--- src/verilog/lbm_pkg.sv ---
// Constants, field layout and state encoding of the local bus master
package lbm_pkg;
   localparam int LBM_DATA_W = 32;
   localparam int LBM_ADDR_W = 30;
   localparam int LBM_SIZE_W = 2;
   localparam int LBM_FIFO_DEPTH = 8;
   localparam int LBM_FIFO_CNT_W = 4;
   // Size field sits in bits 0-1, word address in bits 2-31 of the address word
   localparam int LBM_SIZE_LSB = 0;
   localparam int LBM_ADDR_LSB = 2;
   localparam logic [LBM_SIZE_W-1:0] LBM_SIZE_ONE = 2'h0;
   localparam logic [LBM_SIZE_W-1:0] LBM_SIZE_STEP = 2'h1;
   localparam logic LBM_ASSERT_N = 1'b0;
   localparam logic LBM_NEGATE_N = 1'b1;
   localparam logic [LBM_DATA_W-1:0] LBM_DATA_RST = 32'h0000_0000;

   typedef enum logic [3:0] {
      LBM_ST_IDLE = 4'h1,
      LBM_ST_ADDR = 4'h2,
      LBM_ST_DATA = 4'h4,
      LBM_ST_WAIT = 4'h8
   } lbm_state_e;
endpackage
--- src/verilog/lbm_fifo_if.sv ---
// Interface carrying the write data FIFO signals between the bus master and its buffer
`timescale 1ns/1ps
interface lbm_fifo_if #(parameter int W = 32, parameter int CW = 4) ();
   logic in_valid;
   logic in_ready;
   logic [W-1:0] in_data;
   logic out_valid;
   logic out_ready;
   logic [W-1:0] out_data;
   logic [CW-1:0] count;

   modport fifo (input in_valid, in_data, out_ready, output in_ready, out_valid, out_data, count);
   modport user (output in_valid, in_data, out_ready, input in_ready, out_valid, out_data, count);
endinterface

--- src/verilog/lbm_fifo.sv ---
// Write data FIFO with valid and ready on both sides
`timescale 1ns/1ps
module lbm_fifo #(
   parameter int WIDTH = 32,
   parameter int DEPTH = 8
) (
   input wire logic i_sys_clk,
   input wire logic i_rst_n,
   lbm_fifo_if.fifo f
);
   localparam int AW = $clog2(DEPTH);
   localparam int CW = $clog2(DEPTH + 1);
   localparam logic [CW-1:0] FULL_CNT = CW'(DEPTH);

   logic [WIDTH-1:0] mem_q [DEPTH];
   logic [AW-1:0] wr_ptr_q;
   logic [AW-1:0] rd_ptr_q;
   logic [CW-1:0] count_q;
   logic [CW-1:0] count_d;
   logic rdy_q;
   logic push;
   logic pop;

   // Handshakes and occupancy
   assign push = f.in_valid && rdy_q;
   assign pop = f.out_valid && f.out_ready;
   assign count_d = count_q + CW'(push) - CW'(pop);
   assign f.in_ready = rdy_q;
   assign f.out_valid = (count_q != '0);
   assign f.out_data = mem_q[rd_ptr_q];
   assign f.count = count_q;

   // Storage
   always_ff @(posedge i_sys_clk) begin
      if (push) begin
         mem_q[wr_ptr_q] <= f.in_data;
      end
   end

   // Pointers, count and registered ready
   always_ff @(posedge i_sys_clk or negedge i_rst_n) begin
      if (!i_rst_n) begin
         wr_ptr_q <= '0;
         rd_ptr_q <= '0;
         count_q <= '0;
         rdy_q <= 1'b0;
      end else begin
         wr_ptr_q <= push ? AW'(wr_ptr_q + 1'b1) : wr_ptr_q;
         rd_ptr_q <= pop ? AW'(rd_ptr_q + 1'b1) : rd_ptr_q;
         count_q <= count_d;
         rdy_q <= (count_d != FULL_CNT);
      end
   end
endmodule

--- src/verilog/lbm_master.sv ---
// Multiplexed local address/data bus master with burst, wait and ready handling
// Summary of operation
// - Bus states advance on clock halved internally.
// - Address state drives word address plus size.
// - Data state: all lines carry transfer data.
// - Size code gives burst of one-four words.
// - Address/data lines float unless driving address/write.
// - Latch enable low in address state only.
// - Strobe each address state, off next data.
// - Burst: strobe again after ready-acknowledged data.
// - Write/read held valid through data, waits.
// - Direction low for reads, high for writes.
// - Direction never changes while data enabled.
// - Data enable asserted in data, wait states.
// - No ready: insert wait, no strobe.
`timescale 1ns/1ps
module lbm_master
   import lbm_pkg::*;
(
   input wire logic i_sys_clk,
   input wire logic i_rst_n,
   input wire logic i_cmd_valid,
   input wire logic i_cmd_write,
   input wire logic [LBM_ADDR_W-1:0] i_cmd_addr,
   input wire logic [LBM_SIZE_W-1:0] i_cmd_len,
   output logic o_cmd_ack,
   input wire logic i_wd_valid,
   input wire logic [LBM_DATA_W-1:0] i_wd_data,
   output logic o_wd_ready,
   output logic o_rd_valid,
   output logic [LBM_DATA_W-1:0] o_rd_data,
   input wire logic [LBM_DATA_W-1:0] i_ad,
   output logic [LBM_DATA_W-1:0] o_ad,
   output logic o_ad_oe,
   output logic o_ale_n,
   output logic o_ale_oe,
   output logic o_astb_n,
   output logic o_astb_oe,
   output logic o_w_r,
   output logic o_dir,
   output logic o_den_n,
   output logic o_den_oe,
   input wire logic i_ready_n
);
   // ************************************************************
   // Declarations and helpers
   // ************************************************************
   lbm_fifo_if #(.W(LBM_DATA_W), .CW(LBM_FIFO_CNT_W)) wd_if ();

   lbm_state_e state_q;
   lbm_state_e state_d;
   logic ce_q;
   logic wr_q;
   logic [LBM_SIZE_W-1:0] beat_q;
   logic ready_seen;
   logic in_xfer;
   logic last_beat;
   logic word_done;
   logic can_start;
   logic take_cmd;
   logic enter_data;
   logic nxt_xfer;
   logic nxt_write;
   logic astb_d;
   logic ad_oe_d;
   logic [LBM_DATA_W-1:0] ad_d;

   // Start only when a write has all its words buffered
   function automatic logic f_can_start(input logic valid, input logic write,
                                        input logic [LBM_SIZE_W-1:0] len,
                                        input logic [LBM_FIFO_CNT_W-1:0] cnt);
      f_can_start = valid && (!write || (cnt > LBM_FIFO_CNT_W'(len)));
   endfunction

   // ************************************************************
   // Write data buffer
   // ************************************************************
   lbm_fifo #(.WIDTH(LBM_DATA_W), .DEPTH(LBM_FIFO_DEPTH)) u_wd_fifo (
      .i_sys_clk(i_sys_clk),
      .i_rst_n(i_rst_n),
      .f(wd_if.fifo)
   );

   // Buffer fill side and drain on each write data beat
   assign wd_if.in_valid = i_wd_valid;
   assign wd_if.in_data = i_wd_data;
   assign wd_if.out_ready = enter_data && nxt_write;
   assign o_wd_ready = wd_if.in_ready;

   // ************************************************************
   // Phase divider
   // ************************************************************
   // One enable pulse every second system clock
   always_ff @(posedge i_sys_clk or negedge i_rst_n) begin
      if (!i_rst_n) begin
         ce_q <= 1'b0;
      end else begin
         ce_q <= !ce_q;
      end
   end

   // ************************************************************
   // Bus sequencer
   // ************************************************************
   // Decodes of the current phase
   assign ready_seen = (i_ready_n == LBM_ASSERT_N);
   assign in_xfer = (state_q == LBM_ST_DATA) || (state_q == LBM_ST_WAIT);
   assign last_beat = (beat_q == LBM_SIZE_ONE);
   assign word_done = in_xfer && ready_seen;
   assign can_start = f_can_start(i_cmd_valid, i_cmd_write, i_cmd_len, wd_if.count);

   // Next state
   always_comb begin
      state_d = state_q;
      case (state_q)
         LBM_ST_IDLE: begin
            if (can_start) begin
               state_d = LBM_ST_ADDR;
            end
         end
         LBM_ST_ADDR: begin
            state_d = LBM_ST_DATA;
         end
         LBM_ST_DATA, LBM_ST_WAIT: begin
            if (!ready_seen) begin
               state_d = LBM_ST_WAIT;
            end else if (!last_beat) begin
               state_d = LBM_ST_DATA;
            end else if (can_start) begin
               state_d = LBM_ST_ADDR;
            end else begin
               state_d = LBM_ST_IDLE;
            end
         end
         default: begin
            state_d = LBM_ST_IDLE;
         end
      endcase
   end

   // Strobes of the step about to be taken
   assign take_cmd = ce_q && (state_d == LBM_ST_ADDR);
   assign enter_data = ce_q && (state_d == LBM_ST_DATA);
   assign nxt_xfer = (state_d == LBM_ST_DATA) || (state_d == LBM_ST_WAIT);
   assign nxt_write = (state_d == LBM_ST_ADDR) ? i_cmd_write : wr_q;
   assign astb_d = (state_d == LBM_ST_ADDR) || ((state_d == LBM_ST_DATA) && word_done);
   assign ad_oe_d = (state_d == LBM_ST_ADDR) || (nxt_xfer && nxt_write);

   // Address word with size, or next write word, or hold through waits
   assign ad_d = (state_d == LBM_ST_ADDR) ? {i_cmd_addr, i_cmd_len} :
                 (enter_data && nxt_write) ? wd_if.out_data : o_ad;

   // State, direction latch and beat count
   always_ff @(posedge i_sys_clk or negedge i_rst_n) begin
      if (!i_rst_n) begin
         state_q <= LBM_ST_IDLE;
         wr_q <= 1'b0;
         beat_q <= LBM_SIZE_ONE;
      end else if (ce_q) begin
         state_q <= state_d;
         if (take_cmd) begin
            wr_q <= i_cmd_write;
            beat_q <= i_cmd_len;
         end else if (word_done && !last_beat) begin
            beat_q <= beat_q - LBM_SIZE_STEP;
         end
      end
   end

   // ************************************************************
   // Registered pins
   // ************************************************************
   // Pin levels follow the state being entered
   always_ff @(posedge i_sys_clk or negedge i_rst_n) begin
      if (!i_rst_n) begin
         o_ad <= LBM_DATA_RST;
         o_ad_oe <= 1'b0;
         o_ale_n <= LBM_NEGATE_N;
         o_ale_oe <= 1'b0;
         o_astb_n <= LBM_NEGATE_N;
         o_astb_oe <= 1'b0;
         o_w_r <= 1'b0;
         o_dir <= 1'b0;
         o_den_n <= LBM_NEGATE_N;
         o_den_oe <= 1'b0;
      end else if (ce_q) begin
         o_ad <= ad_d;
         o_ad_oe <= ad_oe_d;
         o_ale_n <= !(state_d == LBM_ST_ADDR);
         o_ale_oe <= (state_d != LBM_ST_IDLE);
         o_astb_n <= !astb_d;
         o_astb_oe <= astb_d;
         o_w_r <= nxt_write;
         o_dir <= nxt_write;
         o_den_n <= !nxt_xfer;
         o_den_oe <= nxt_xfer;
      end
   end

   // Command acknowledge and read data capture, one-cycle pulses
   always_ff @(posedge i_sys_clk or negedge i_rst_n) begin
      if (!i_rst_n) begin
         o_cmd_ack <= 1'b0;
         o_rd_valid <= 1'b0;
         o_rd_data <= LBM_DATA_RST;
      end else begin
         o_cmd_ack <= take_cmd;
         o_rd_valid <= ce_q && word_done && !wr_q;
         if (ce_q && word_done && !wr_q) begin
            o_rd_data <= i_ad;
         end
      end
   end
endmodule

--- config.mk ---
export PLATFORM = sky130hd
export DESIGN_NAME = lbm_master
export DESIGN_NICKNAME = d
export VERILOG_FILES = /design/src/verilog/lbm_pkg.sv /design/src/verilog/lbm_fifo_if.sv /design/src/verilog/lbm_fifo.sv /design/src/verilog/lbm_master.sv
export SDC_FILE = /design/constraint.sdc
export NUM_CORES = 1
export LEC_CHECK = 0
export BUFFER_PORTS_ARGS = -buffer_cell sky130_fd_sc_hd__buf_2
export CAP_MARGIN = 20
export CORE_MARGIN = 4
export CORE_UTILIZATION = 50
export CTS_CLUSTER_SIZE = 16
export DETAILED_ROUTE_END_ITERATION = 8
export MAX_ROUTING_LAYER = met4
export PLACE_DENSITY = 0.79
export SETUP_SLACK_MARGIN = 0.02
export SYNTH_ARGS = -nofsm -noshare
export SYNTH_HDL_FRONTEND = slang
export SYNTH_SLANG_ARGS = --single-unit
--- constraint.sdc ---
create_clock -name i_sys_clk -period 4.1 [get_ports i_sys_clk]
set_input_delay 0.82 -clock i_sys_clk [delete_from_list [all_inputs] [get_ports i_sys_clk]]
set_output_delay 0.82 -clock i_sys_clk [all_outputs]
set_load 0.01 [all_outputs]
* After elaboration in Yosys (flattened, before gate mapping)
Memory sizes are Yosys's and may differ from the RTL's.
Cells that the tools add are included.
** Word-level totals
- Output and inout bits :: 76
- Logic and storage cells :: 81
- Memory bits (read-only) :: 0
- RAM bits :: 256
- Bits in latches :: 0
- Bits in registers :: 93
- Memories kept :: 1
** Memories
- u_wd_fifo.mem_q :: depth 8, bits a word 32, read ports 1, clocked after Yosys merged registers in 0, write ports 1, line lbm_fifo.sv:15 : logic [WIDTH-1:0] mem_q [DEPTH];
** Cells by class
- Add/sub/neg operators :: 5
- Multiplexer cells :: 12
- Multipliers :: 0
- Reduce and logical (&&, ||, !) cells :: 32
- Eq/ne operators :: 9
- Magnitude comparators :: 1
- Bitwise operators :: 1
- Div/mod/pow operators :: 0
- Shifts and indexed selects :: 0
** Operators with widths (number)
- 2-to-1 mux 32 bit :: 2
- logical AND 1 bit :: 12
- case mux 4 bit (3 select lines) :: 1
- == test 4 x 2 -> 1 bit (second input constant) :: 2
- == test 4 x 3 -> 1 bit (second input constant) :: 2
- == test 4 bit (second input constant) :: 2
- 2-to-1 mux 4 bit :: 2
- zero test 1 bit :: 7
- adder 3 x 1 -> 3 bit (second input constant) :: 2
- 2-to-1 mux 2 bit :: 3
- AND reduction 2 bit :: 3
- logical OR 1 bit :: 5
- adder 4 x 1 -> 4 bit :: 1
- == test 4 x 1 -> 1 bit (second input constant) :: 1
- > comparator 4 x 2 -> 1 bit :: 1
- != test 4 x 1 -> 1 bit (second input constant) :: 1
- != test 4 bit (second input constant) :: 1
- nonzero test 2 bit :: 2
- nonzero test 4 bit :: 1
- subtractor 4 x 1 -> 4 bit :: 1
- 2-to-1 mux 1 bit :: 3
- 2-to-1 mux 3 bit :: 1
- zero test 2 bit :: 1
- OR reduction 2 bit :: 1
- other kinds (2) :: 2

* Logic depth before layout (Yosys ltp)
Gate-level depths: netlist (run 1).
- Depth after elaboration :: 13
- Gate-level depth with buffers :: 15

* By module
From an unflattened synthesis (run 1), not the netlist that was laid out.
** Second synthesis, totals
- Cell total of the unflattened synthesis :: 700
- Area total of the unflattened synthesis :: 13928.4 um^2
** Modules (own cells, without submodules)
- lbm_fifo :: times used 1, area an instance 10294.9 um^2, seq. area each 7962.6 um^2, cells each 427
- lbm_master :: times used 1, area an instance 3633.5 um^2, seq. area each 2057.0 um^2, cells each 273

* Least setup slack after synthesis (run 1)
OpenSTA, ideal clock, no wires.
- Kind :: input-to-reg
- Start point :: input port i_wd_valid
- End point :: memory u_wd_fifo.mem_q[0][0] (enable)
- Path buffers :: 0
- Data required time :: 3.639 ns
- Cell stages on the path :: 3
- Arrival time :: 3.434 ns
- Setup slack :: 0.205 ns
- Path through :: nand2_1 -> or2_2 -> nor3_1
** On the way
- Word-level cells in the longest chain between the ends :: 3
** RTL lines
- start, declared :: line lbm_master.sv:27 : input wire logic i_wd_valid,
- logical AND 1 bit :: line lbm_fifo.sv:25 : assign push = f.in_valid && rdy_q;
- 2-to-1 mux 1 bit :: line lbm_fifo.sv:35 : if (push) begin
- 2-to-1 mux 1 bit (implied by the code) :: line lbm_fifo.sv:36 : mem_q[wr_ptr_q] <= f.in_data;
- end, declared :: line lbm_fifo.sv:15
No other way between the ends.

* Worst setup path in the final report (run 1)
- Start point :: register state_q[1]
- End point :: register u_wd_fifo.rdy_q (netlist: u_wd_fifo.f.in_ready)
** On the way
- Word-level cells in the longest chain between the ends :: 9
- Elaborated cells on any way between the ends :: 15
** RTL lines
- start, declared :: line lbm_master.sv:50 : lbm_state_e state_q;
- start signal, assigned :: line lbm_master.sv:160 : state_q <= state_d;
- == test 4 x 3 -> 1 bit or == test 4 bit (tied branches) :: line lbm_master.sv:115 : case (state_q)
- OR reduction 2 bit :: line lbm_master.sv:115
- case mux 4 bit (3 select lines) * :: line lbm_master.sv:115
- == test 4 x 2 -> 1 bit or == test 4 x 3 -> 1 bit (tied branches) :: line lbm_master.sv:145, lbm_master.sv:143
- 2-to-1 mux 1 bit or logical AND 1 bit (tied branches) :: line lbm_master.sv:145, lbm_master.sv:143
- logical AND 1 bit * :: line lbm_master.sv:87 : assign wd_if.out_ready = enter_data && nxt_write;
- logical AND 1 bit * :: line lbm_fifo.sv:26 : assign pop = f.out_valid && f.out_ready;
- subtractor 4 x 1 -> 4 bit * :: line lbm_fifo.sv:27 : assign count_d = count_q + CW'(push) - CW'(pop);
- named net u_wd_fifo.count_d[1] :: line lbm_fifo.sv:19 : logic [CW-1:0] count_d;
- != test 4 bit * :: line lbm_fifo.sv:51 : rdy_q <= (count_d != FULL_CNT);
- end signal, assigned :: line lbm_fifo.sv:51
- end, declared :: line lbm_fifo.sv:20 : logic rdy_q;
The timed path passes the listed nets; every way through them passes the cells marked *.
A chain may end at the register's enable or synchronous reset.

==> results.cfg, run 1 <==
[cts]
cts-htree-levels = 2
cts_setup_buffers = 0
clock-root-buffer = clkbuf_16
post_cts_resized = 0
clockBufferDepth = 3
worst_skew_pair.late_latency_ns = 0.50
hold_buffers = 0
cts_tree = yes
clk_pin_slew_ns = 0.06
cts_sinks = 349
cts_made_buffers = 35

[worst_setup_path]
critPathLaunch = state_q[1]
cp.arrival_ns = 3.26
worstPathRequired_ns = 4.48
worstReg2RegStart = state_q[1]
r2r_slack_ns = 1.22
start_kind = register
r2r_end = u_wd_fifo.f.in_ready
worstPathMaxFanout = 7
worst-setup-path-type = register to register
r2r_cells = 11
cp-end-kind = register
cp-endpoint = u_wd_fifo.f.in_ready

[synth]
synth_edf_count = 256
synth_area_um2 = 14100
ys_seq_area_share_pct = 71.1
yosysMostFrequentCell = edfxtp_1
synth-main-ff-cell = edfxtp_1
yosysUniqueCellTypes = 50
syn_nets = 806
yosysWarnings = 0
yosysTopAreaCell = edfxtp_1
yosys.area.top_type_share_pct = 54.5
synth_top_cells_by_count = 256 x edfxtp_1, 89 x dfrtp_1, 68 x mux2_2, 38 x mux4_2, 34 x mux2_1
synthTopCellsByArea = edfxtp_1 55%, dfrtp_1 16%, mux4_2 6.1%
synth.avg_cell_area_um2 = 20.4
synth_seq_cells = 349
synthCells = 692
async_flop_share_pct = 26.6

[sta]
fmax_ghz = 0.347
finalCritPeriodShare_pct = 70.4
skew_ns = 0.0109
post-route-min-period_ns = 2.88
slew_viol_final = 0
worstMarginPinSlew_ns = 1.03
hold_violations = 0
max_slew_margin_pct = 31.2
setup_viol = 0
rsz0062_at_grt = no
finalSetupTns_ns = 0

[cells_and_area]
drive_above_1_share_pct = 43.9
fin_cells = 1307
syn_to_final_growth_pct = 18.3
final_nets = 1011
fill_cells = 2052

[floorplan]
die_h_um = 176
die_width_um = 176
floorplan.die_area_um2 = 30900
fp-row-count = 61
coreArea_um2 = 27800
boundaryPins = 178
initial_core_util_pct = 50.7

[place]
routabilityCongestion = 0.739
place_inst = 1237
numPortBuffers = 177
dp.final_hpwl_mm = 17.4

[pwr]
switching_share_pct = 27.6
intPower_w = 0.00817
clkPwrFrac_pct = 27.6
cellPowerDensity_nw_per_um2 = 676
comb_power_share_pct = 28.6
ir_worst_vdd_mv = 0.354
p_switching_w = 0.00311
leakagePower_nw = 6.50
p_seq_share_pct = 43.7

[drt]
viasPerCell = 5.45
drc = 0
num_vias = 7127
drtIter0Drc = 392
avgRoutedWirePerCell_um = 21.2
drt-pass1-iter-count = 4
drt_wl_total_mm = 27.7
final_antenna_net_count = 0

[outcome]
status = completed

[hold_path]
hp-class = input port to asynchronous set/reset pin

[grt]
antenna_found_initial = 6
grtUsageTotal_pct = 18.4
grt_max_degree = 82
grt_pass1_wl_mm = 42.7
grt_pass1_vias = 7381
grt_remaining_overflow = 0

[job]
max_cap_viol_count = 0
critical path: stages, from the launching register on:
cell	delay, ns
dfrtp_1	0.51
or3b_1	0.38
a21oi_1	0.22
and3_1	0.29
ha_1	0.26
inv_1	0.06
ha_1	0.17
inv_1	0.06
fa_1	0.50
inv_1	0.05
nor3_1	0.18
nand2_1	0.07
per-stage QoR:
stage | cell area [um^2] | total power (W) | setup slack, ns | hold slack (ns) | utilization, %
finish | 16700 | 0.0113 | 1.22 | 0.237 | 60.0
global route | 16700 | 0.0119 | 0.969 | 0.236 | 60.0
floorplan | 14100 | 0.00731 | 0.205 | 0.488 | -
global placement | 15500 | 0.00817 | 0.975 | 0.462 | 55.8
detailed placement | 15500 | 0.00829 | 0.892 | 0.469 | 55.8
CTS | 16600 | 0.0114 | 1.20 | 0.483 | 59.9
kinds of logic (layout without fill, tap and decap cells):
logic type	count (synthesis)	in the layout	synth area share (%)
xor gates and xnor gates	6	6	0.373
buffers and inverters	48	279	2.01
muxes	195	195	22.1
and+or+nand+nor	56	56	1.90
other	0	6	0
DFF	349	349	71.1
adders and majority gates	12	12	1.12
AOI/OAI and AO/OA	26	26	1.41
final cells by class:
cell class	count	area, um^2	share of cell area, %
flip-flops and latches	349	10000	60.1
multi-input cells	295	3860	23.2
repair buffers	198	1090	6.54
clock buffers	56	1060	6.34
well taps	378	473	2.84
clock inverters	7	83.8	0.503
inverters	18	67.6	0.405
diodes	6	15.0	0.0900
layout by cell type (no fill, tap or decap), types with 11 or more instances in the layout:
master,synthesis,routed
mux2_1,34,34
buf_4,1,19
edfxtp_1,256,256
mux4_2,38,38
nand2_1,17,17
mux2_2,68,68
nor2_1,18,11
buf_2,4,176
clkbuf_1,11,13
dfrtp_1,89,86
clkbuf_16,0,37
ha_1,11,11
mux2_4,28,28
inv_1,15,15
mux4_1,26,26
metal layers:
metal | global-route usage (%) | vias to the layer above | wire [um] | part of all wire (%)
met5 | - | - | 0 | 0
met4 | 4.13 | 0 | 452 | 1.6
met3 | 3.98 | 37 | 1800 | 6.5
met2 | 30.5 | 236 | 13800 | 50
met1 | 23.8 | 3674 | 11700 | 42
li1 | - | 3180 | - | -
registers in the layout, summed over array words and instances (netlist names), 2 cells and up:
| register | flops |
|---|---|
| state_q | 4 |
| u_wd_fifo.mem_q | 256 |
| u_wd_fifo.rd_ptr_q | 3 |
| o_rd_data | 32 |
| beat_q | 2 |
| u_wd_fifo.f.count | 4 |
| u_wd_fifo.wr_ptr_q | 3 |
| o_ad | 32 |
how the worst min path moves through the flow:
stage | from | to | slack (ns) | cells past startpoint
after floorplan | u_wd_fifo.wr_ptr_q[0] | u_wd_fifo.wr_ptr_q[0] | 0.49 | 2
after global placement | o_den_oe | o_den_oe | 0.46 | 1
after detailed placement | o_rd_data[10] | o_rd_data[10] | 0.47 | 1
after CTS | o_rd_data[10] | o_rd_data[10] | 0.48 | 1
after global routing | i_rst_n | o_cmd_ack | 0.24 | 1
final | i_rst_n | o_rd_data[1] | 0.24 | 1
power by group through the flow:
stage	logic, W	clock network [W]	registers [W]
after floorplan	0.00234	0	0.00497
after global placement	0.00320	0	0.00496
after detailed placement	0.00328	0	0.00501
after CTS	0.00330	0.00319	0.00494
after global routing	0.00352	0.00335	0.00502
final	0.00323	0.00312	0.00493
No activity file was read; power rests on OpenSTA's default activity.
==> run 2, diff against run 1 <==
ABC_AREA = 1   (was unset)
PLACE_DENSITY = 0.82   (was 0.79)
clock period = 2.4 ns   (was 4.1 ns; I/O delays follow)
==> run 2 against run 1 <==
Compared with the run above:
- the run now ends with setup timing left
- synthesized cell count increased by 82%
- largest cell class unchanged
- utilization increased by 2.7 points
- clock skew decreased by 0.0014 ns
- sequential power increased by 67%
- combinational power increased by 110%
- total power increased by 86%
==> results.cfg, run 2 <==
[outcome]
status = finished with violations
violations = setup timing

[synth]
yosysWarnings = 0
synth_area_um2 = 14200
synthCells = 1257
synthTopCellsByArea = edfxtp_1 54%, dfrtp_1 16%, nand2_1 7.1%
ys_seq_area_share_pct = 70.4
synth_seq_cells = 349
synth-main-ff-cell = edfxtp_1
async_flop_share_pct = 26.6
yosysUniqueCellTypes = 33
syn_nets = 1371
yosys.area.top_type_share_pct = 54.0
yosysMostFrequentCell = nand2_1
synth.avg_cell_area_um2 = 11.3
yosysTopAreaCell = edfxtp_1
synth_edf_count = 256
synth_top_cells_by_count = 271 x nand2_1, 256 x edfxtp_1, 211 x nor2_1, 134 x o21ai_0, 89 x dfrtp_1

[floorplan]
coreArea_um2 = 27900
die_h_um = 177
boundaryPins = 178
die_width_um = 177
fp-row-count = 61
floorplan.die_area_um2 = 31200
initial_core_util_pct = 50.9

[sta]
finalCritPeriodShare_pct = 119
setup_viol = 3
fmax_ghz = 0.349
slew_viol_final = 0
worstMarginPinSlew_ns = 0.596
finalSetupTns_ns = -1.05
max_slew_margin_pct = 60.2
post-route-min-period_ns = 2.87
hold_violations = 0
rsz0062_at_grt = yes
layout_setup_ws_ns = -0.467
skew_ns = 0.00955

[hold_path]
hp-class = input port to register
min_to = o_rd_data[1]
min_path_cells = 3
hp-start = i_ad[1]

[worst_setup_path]
worst-setup-path-type = register to register
critPathTopFamily = adder cells
r2r_end = u_wd_fifo.f.in_ready
critPathMaxStageDelay_ns = 0.52
r2r_slack_ns = -0.47
r2r_cells = 19
crit_slowest_cell = fa_2
worstPathRequired_ns = 2.81
worstPathMaxFanout = 3
worstReg2RegStart = u_wd_fifo.f.count[1]
cp.arrival_ns = 3.27
cp-end-kind = register
path_cells = ha_4, nand2_2, nand2_1, nand2_1, nand2_2, nand2_2, nand2_4, nand4_1, nand2_4, nand3_4, inv_4, ha_4, inv_2, ha_4, inv_2, fa_2, inv_2, nor3_2, nand2_1
timing.critical_path.buf_inv = 4
start_kind = register

[cells_and_area]
reg_top3 = u_wd_fifo.mem_q (256), o_ad (32), o_rd_data (32)
final_common_cell = nand2_1
syn_to_final_growth_pct = 23.0
drive_above_1_share_pct = 24.0
fill_cells = 2038
layout_common_cells = 265 x nand2_1, 256 x edfxtp_1, 203 x nor2_1
largest-register = u_wd_fifo.mem_q
largest_reg_flops = 256
final_nets = 1574
finish.instance_area_um2 = 17500

[drt]
final_antenna_net_count = 0
avgRoutedWirePerCell_um = 18.7
drc = 0
drt_wl_total_mm = 35.0
viasPerCell = 5.47
num_vias = 10200
drtIter0Drc = 898
drt-pass1-iter-count = 5

[cts]
cts_tree = yes
clockBufferDepth = 3
cts-htree-levels = 2
clk_pin_slew_ns = 0.06
worst_skew_pair.late_latency_ns = 0.53
cts_sinks = 349
cts_made_buffers = 36
clock-root-buffer = clkbuf_16

[place]
dp.final_hpwl_mm = 20.1
routabilityCongestion = 0.824
numPortBuffers = 177
place_area_um2 = 16000

[pwr]
leakagePower_nw = 7.25
ir_worst_vdd_mv = 0.688
cellPowerDensity_nw_per_um2 = 1200

[grt]
grt_pass1_wl_mm = 52.9
antenna_found_initial = 7
grt_pass1_vias = 9976
grt_remaining_overflow = 0
grtUsageTotal_pct = 22.3
grt_max_degree = 131

[job]
max_cap_viol_count = 0
[run 2: changes by cell type after synthesis, moves of 63 or more]
| cell | delta |
|---|---|
| nand2_1 | +254 |
| nor2_1 | +193 |
| o21ai_0 | +132 |
| nand3_1 | +71 |
| mux2_2 | -68 |
| o211ai_1 | +63 |
[run 2: timing repair]
| action | in CTS | in global routing |
|---|---|---|
| endpoints found under the hold margin | 33 | 0 |
| buffers inserted | 5 | 3 |
| pin swaps | 7 | 9 |
| setup endpoints to repair | 36 | 35 |
| hold buffers | 1 | 0 |
| resized for setup | 9 | 15 |
[run 2: worst max path at each step]
stage | start | to | slack, ns | cells after the start
finish | u_wd_fifo.f.count[1] | u_wd_fifo.f.in_ready | -0.47 | 19
global route | u_wd_fifo.f.count[1] | u_wd_fifo.f.in_ready | -0.62 | 19
CTS | u_wd_fifo.f.count[1] | u_wd_fifo.f.in_ready | -0.35 | 19
detailed placement | i_cmd_len[1] | u_wd_fifo.f.in_ready | -0.68 | 21
global placement | i_cmd_len[1] | u_wd_fifo.f.in_ready | -0.56 | 21
floorplan | i_cmd_len[1] | u_wd_fifo.f.in_ready | -0.45 | 22
[run 2: through the flow]
step	setup slack, ns	instances	util (%)	hold slack [ns]	total power [W]
5_1_grt	-0.617	1873	62.7	0.149	0.0221
3_5_place_dp	-0.678	1791	57.2	0.459	0.0146
6_report	-0.467	1873	62.7	0.153	0.0210
2_1_floorplan	-0.449	1257	-	0.184	0.0121
4_1_cts	-0.352	1863	62.3	0.139	0.0209
3_3_place_gp	-0.564	1791	57.2	0.457	0.0143
[run 2: cell type report]
cell class	instances	area, um^2	share of cell area (%)
flip-flops and latches	349	10000	57.3
multi-input cells	799	3940	22.5
repair buffers	239	1590	9.08
clock buffers	50	1060	6.05
well taps	378	473	2.70
clock inverters	16	267	1.52
inverters	35	143	0.815
diodes	7	17.5	0.100
[run 2: power breakdown]
part / internal [W] / total, W / switching (W)
clock network: 0.00376 / 0.00607 / 0.00231
registers: 0.00774 / 0.00822 / 0.000477
logic: 0.00247 / 0.00666 / 0.00419
[run 2: kinds of logic (layout without fill, tap and decap cells)]
group                      after synthesis  in the layout  share of synthesized area (%)
AOI/OAI and AO/OA                      206            206                           8.40
xor gates and xnor gates                 4              4                          0.246
adders and majority gates               12             12                           1.11
buffers and inverters                  109            340                           3.29
DFF                                    349            349                           70.4
other                                    0              7                              0
and+or+nand+nor                        577            577                           16.5
[run 2: worst min-delay path: stages]
cell and delay, ns:
buf_2 0.08, nand2_1 0.04, nand2_1 0.05
[run 2: routing by layer]
layer,up-vias,track usage [%],routed length (um)
li1,4771,-,-
met1,4870,27.9,13600
met2,529,36.4,17100
met3,76,4.66,3340
met4,0,8.25,1010
met5,-,-,0
==> run 3, diff against run 2 <==
SYNTH_HIERARCHICAL = 1   (was unset)
==> run 3 against run 2 <==
Compared with the run above:
- the flow still finishes with violations (setup timing)
- highest routed layer unchanged
- area after synthesis grew 8.9%
- clock power decreased by 8.9%
- clock-buffer cell count is 1 higher
- cell area is 5.6% higher
- critical path depth up 1
- synthesized cell count grew 32%
- largest power group is now combinational cells
- total power is 7.0% higher
- final cell count is 23% higher
- sequential share of layout area is 3.0 points lower
- fmax fell by 3.7%
- critical endpoint is now u_wd_fifo/f.in_ready
- die area is 8.5% higher
- register-to-register slack worse by 0.11 ns
==> results.cfg, run 3 <==
[sta]
slew_viol_final = 0
skew_ns = 0.0234
hold_violations = 0
rsz0062_at_grt = yes
whs_ns = 0.165
fmax_ghz = 0.336
setup_viol = 4
post-route-min-period_ns = 2.98
finalCritPeriodShare_pct = 124
layout_setup_ws_ns = -0.578
worstMarginPinSlew_ns = 0.854
max_slew_margin_pct = 43.0

[synth]
yosysUniqueCellTypes = 31
yosys.area.top_type_share_pct = 49.6
yosysMostFrequentCell = nand2_1
synthTopCellsByArea = edfxtp_1 50%, nand2_1 17%, dfrtp_1 14%
synth-main-ff-cell = edfxtp_1
synth_seq_cells = 349
synth_top_family_by_area = simple AND/OR/NAND/NOR gates
synth_top_cells_by_count = 714 x nand2_1, 286 x inv_1, 256 x edfxtp_1, 174 x nand3_1, 89 x dfrtp_1
yosys.area_share.simple_pct = 24.1
synth-xor-area-share_pct = 0.226
synth.avg_cell_area_um2 = 9.32
async_flop_share_pct = 26.6
synth_edf_count = 256
ys_seq_area_share_pct = 64.7
synth_fa_ha_area_share_pct = 0.937
yosysWarnings = 6
syn_nets = 1775
synth-compound-area-share_pct = 0.573
synth_area_um2 = 15500
synthMuxAreaShare_pct = 0
yosysTopAreaCell = edfxtp_1
synthCells = 1662

[drt]
drt-pass1-iter-count = 5
drt_wl_total_mm = 38.0
final_antenna_net_count = 0
num_vias = 11700
viasPerCell = 5.08
drtIter0Drc = 1169
drc = 0
avgRoutedWirePerCell_um = 16.5

[cells_and_area]
largest_reg_flops = 256
reg_top3 = u_wd_fifo/mem_q (256), o_ad (32), o_rd_data (32)
finish.instance_area_um2 = 18500
final_nets = 1979
syn_to_final_growth_pct = 19.3
drive_above_1_share_pct = 17.9
fin_cells = 2297
final_common_cell = nand2_1
largest-register = u_wd_fifo/mem_q
fill_cells = 2331
layout_common_cells = 709 x nand2_1, 280 x inv_1, 256 x edfxtp_1

[floorplan]
die_width_um = 184
boundaryPins = 178
coreArea_um2 = 30600
initial_core_util_pct = 50.7
fp-row-count = 64
die_h_um = 184
floorplan.die_area_um2 = 33900

[pwr]
p_seq_share_pct = 36.8
leakagePower_nw = 9.26
comb_power_share_pct = 38.5
switching_share_pct = 37.2
ir_worst_vdd_mv = 0.752
p_switching_w = 0.00835
clkPwrFrac_pct = 24.7
intPower_w = 0.0141
cellPowerDensity_nw_per_um2 = 1210

[cts]
cts_tree = yes
cts_made_buffers = 35
cts_sinks = 349
cts-htree-levels = 2
worst_skew_pair.late_latency_ns = 0.52
clk_pin_slew_ns = 0.06
clockBufferDepth = 3
clock-root-buffer = clkbuf_16

[place]
routabilityCongestion = 0.878
numPortBuffers = 177
place_area_um2 = 17200
dp.final_hpwl_mm = 23.6
place_inst = 2217

[grt]
grt_max_degree = 130
grt_remaining_overflow = 0
grtUsageTotal_pct = 22.8
grt_pass1_vias = 11700
grt_pass1_wl_mm = 59.8
antenna_found_initial = 8

[worst_setup_path]
worstPathRequired_ns = 2.79
cp-end-kind = register
worstPathMaxFanout = 3
start_kind = register
worst-setup-path-type = register to register
cp.arrival_ns = 3.36

[outcome]
status = finished with violations
violations = setup timing

[job]
max_cap_viol_count = 0

[hold_path]
hp-class = input port to register
-- run 3: path summary, 6_finish.rpt --
kind,startpoint,to,slack (ns),cells past startpoint
worst max-delay path,u_wd_fifo/f.count[1],u_wd_fifo/f.in_ready,-0.58,20
worst min-delay path,i_ad[30],o_rd_data[30],0.17,3
worst max register to register,u_wd_fifo/f.count[1],u_wd_fifo/f.in_ready,-0.58,20
worst min register to register,o_rd_data[4],o_rd_data[4],0.47,2
max in group asynchronous,i_rst_n,state_q[0],1.30,3
min in group asynchronous,i_rst_n,o_ad[17],0.39,2
-- run 3: layer usage --
layer	part of all wire [%]	track usage, %	up-vias
met2	49	38.1	538
met1	38	27.3	5470
met4	3.6	8.73	0
met5	0	-	-
met3	9.0	4.69	113
li1	-	-	5556
-- run 3: cell type report --
cell class                      instances  area [um^2]  share of cell area [%]
Sequential cell                       349        10000                    54.2
Multi-Input combinational cell        950         4130                    22.3
Timing Repair Buffer                  240         1530                    8.30
Inverter                              290         1100                    5.95
Clock buffer                           51         1040                    5.62
Tap cell                              396          495                    2.68
Clock inverter                         13          153                   0.825
Antenna cell                            8         20.0                   0.108
-- run 3: per-stage QoR --
step	setup slack [ns]	utilization, %	TNS, ns	power, W
global placement	-0.791	56.2	-5.10	0.0164
finish	-0.578	60.5	-1.27	0.0224
global route	-0.779	60.5	-1.97	0.0239
CTS	-0.565	60.3	-1.04	0.0224
detailed placement	-0.855	56.2	-6.44	0.0167
floorplan	-0.785	-	-1.83	0.0138
-- run 3: cell families (layout without fill, tap and decap cells) --
logic type	after synthesis	after routing
xor gates and xnor gates	4	4
buffers and inverters	363	594
other	0	8
and+or+nand+nor	920	920
adders and majority gates	11	11
AOI/OAI and AO/OA	15	15
DFF	349	349
-- run 3: critical path, cell delays in order (launching register included) --
cell and delay (ns):
dfrtp_1 0.42, ha_4 0.29, nand2_2 0.04, nand2_1 0.05, nand2_1 0.06, a21boi_2 0.22, nand3_1 0.13, nand2_2 0.12
nand2_4 0.05, inv_2 0.05, nand2_2 0.05, inv_2 0.07, ha_4 0.20, inv_4 0.05, ha_4 0.12, inv_2 0.03
fa_1 0.47, inv_1 0.05, or2_4 0.22, nor2_2 0.09, nand3_1 0.07
-- run 3: power by group through the flow --
stage                     clock, W  sequential [W]  combinational [W]
final                      0.00553         0.00826            0.00863
after global routing       0.00588         0.00837            0.00961
after CTS                  0.00562         0.00826            0.00853
after detailed placement         0         0.00836            0.00836
after global placement           0         0.00830            0.00805
after floorplan                  0         0.00855            0.00526
-- run 3: repair_timing --
item | CTS | global route
setup endpoints to repair | 4 | 38
pin swaps | 14 | 7
endpoints found under the hold margin | 15 | 0
gates resized for setup | 4 | 7
hold buffers | 1 | 0
buffers inserted | 6 | 1
gates cloned | 0 | 0
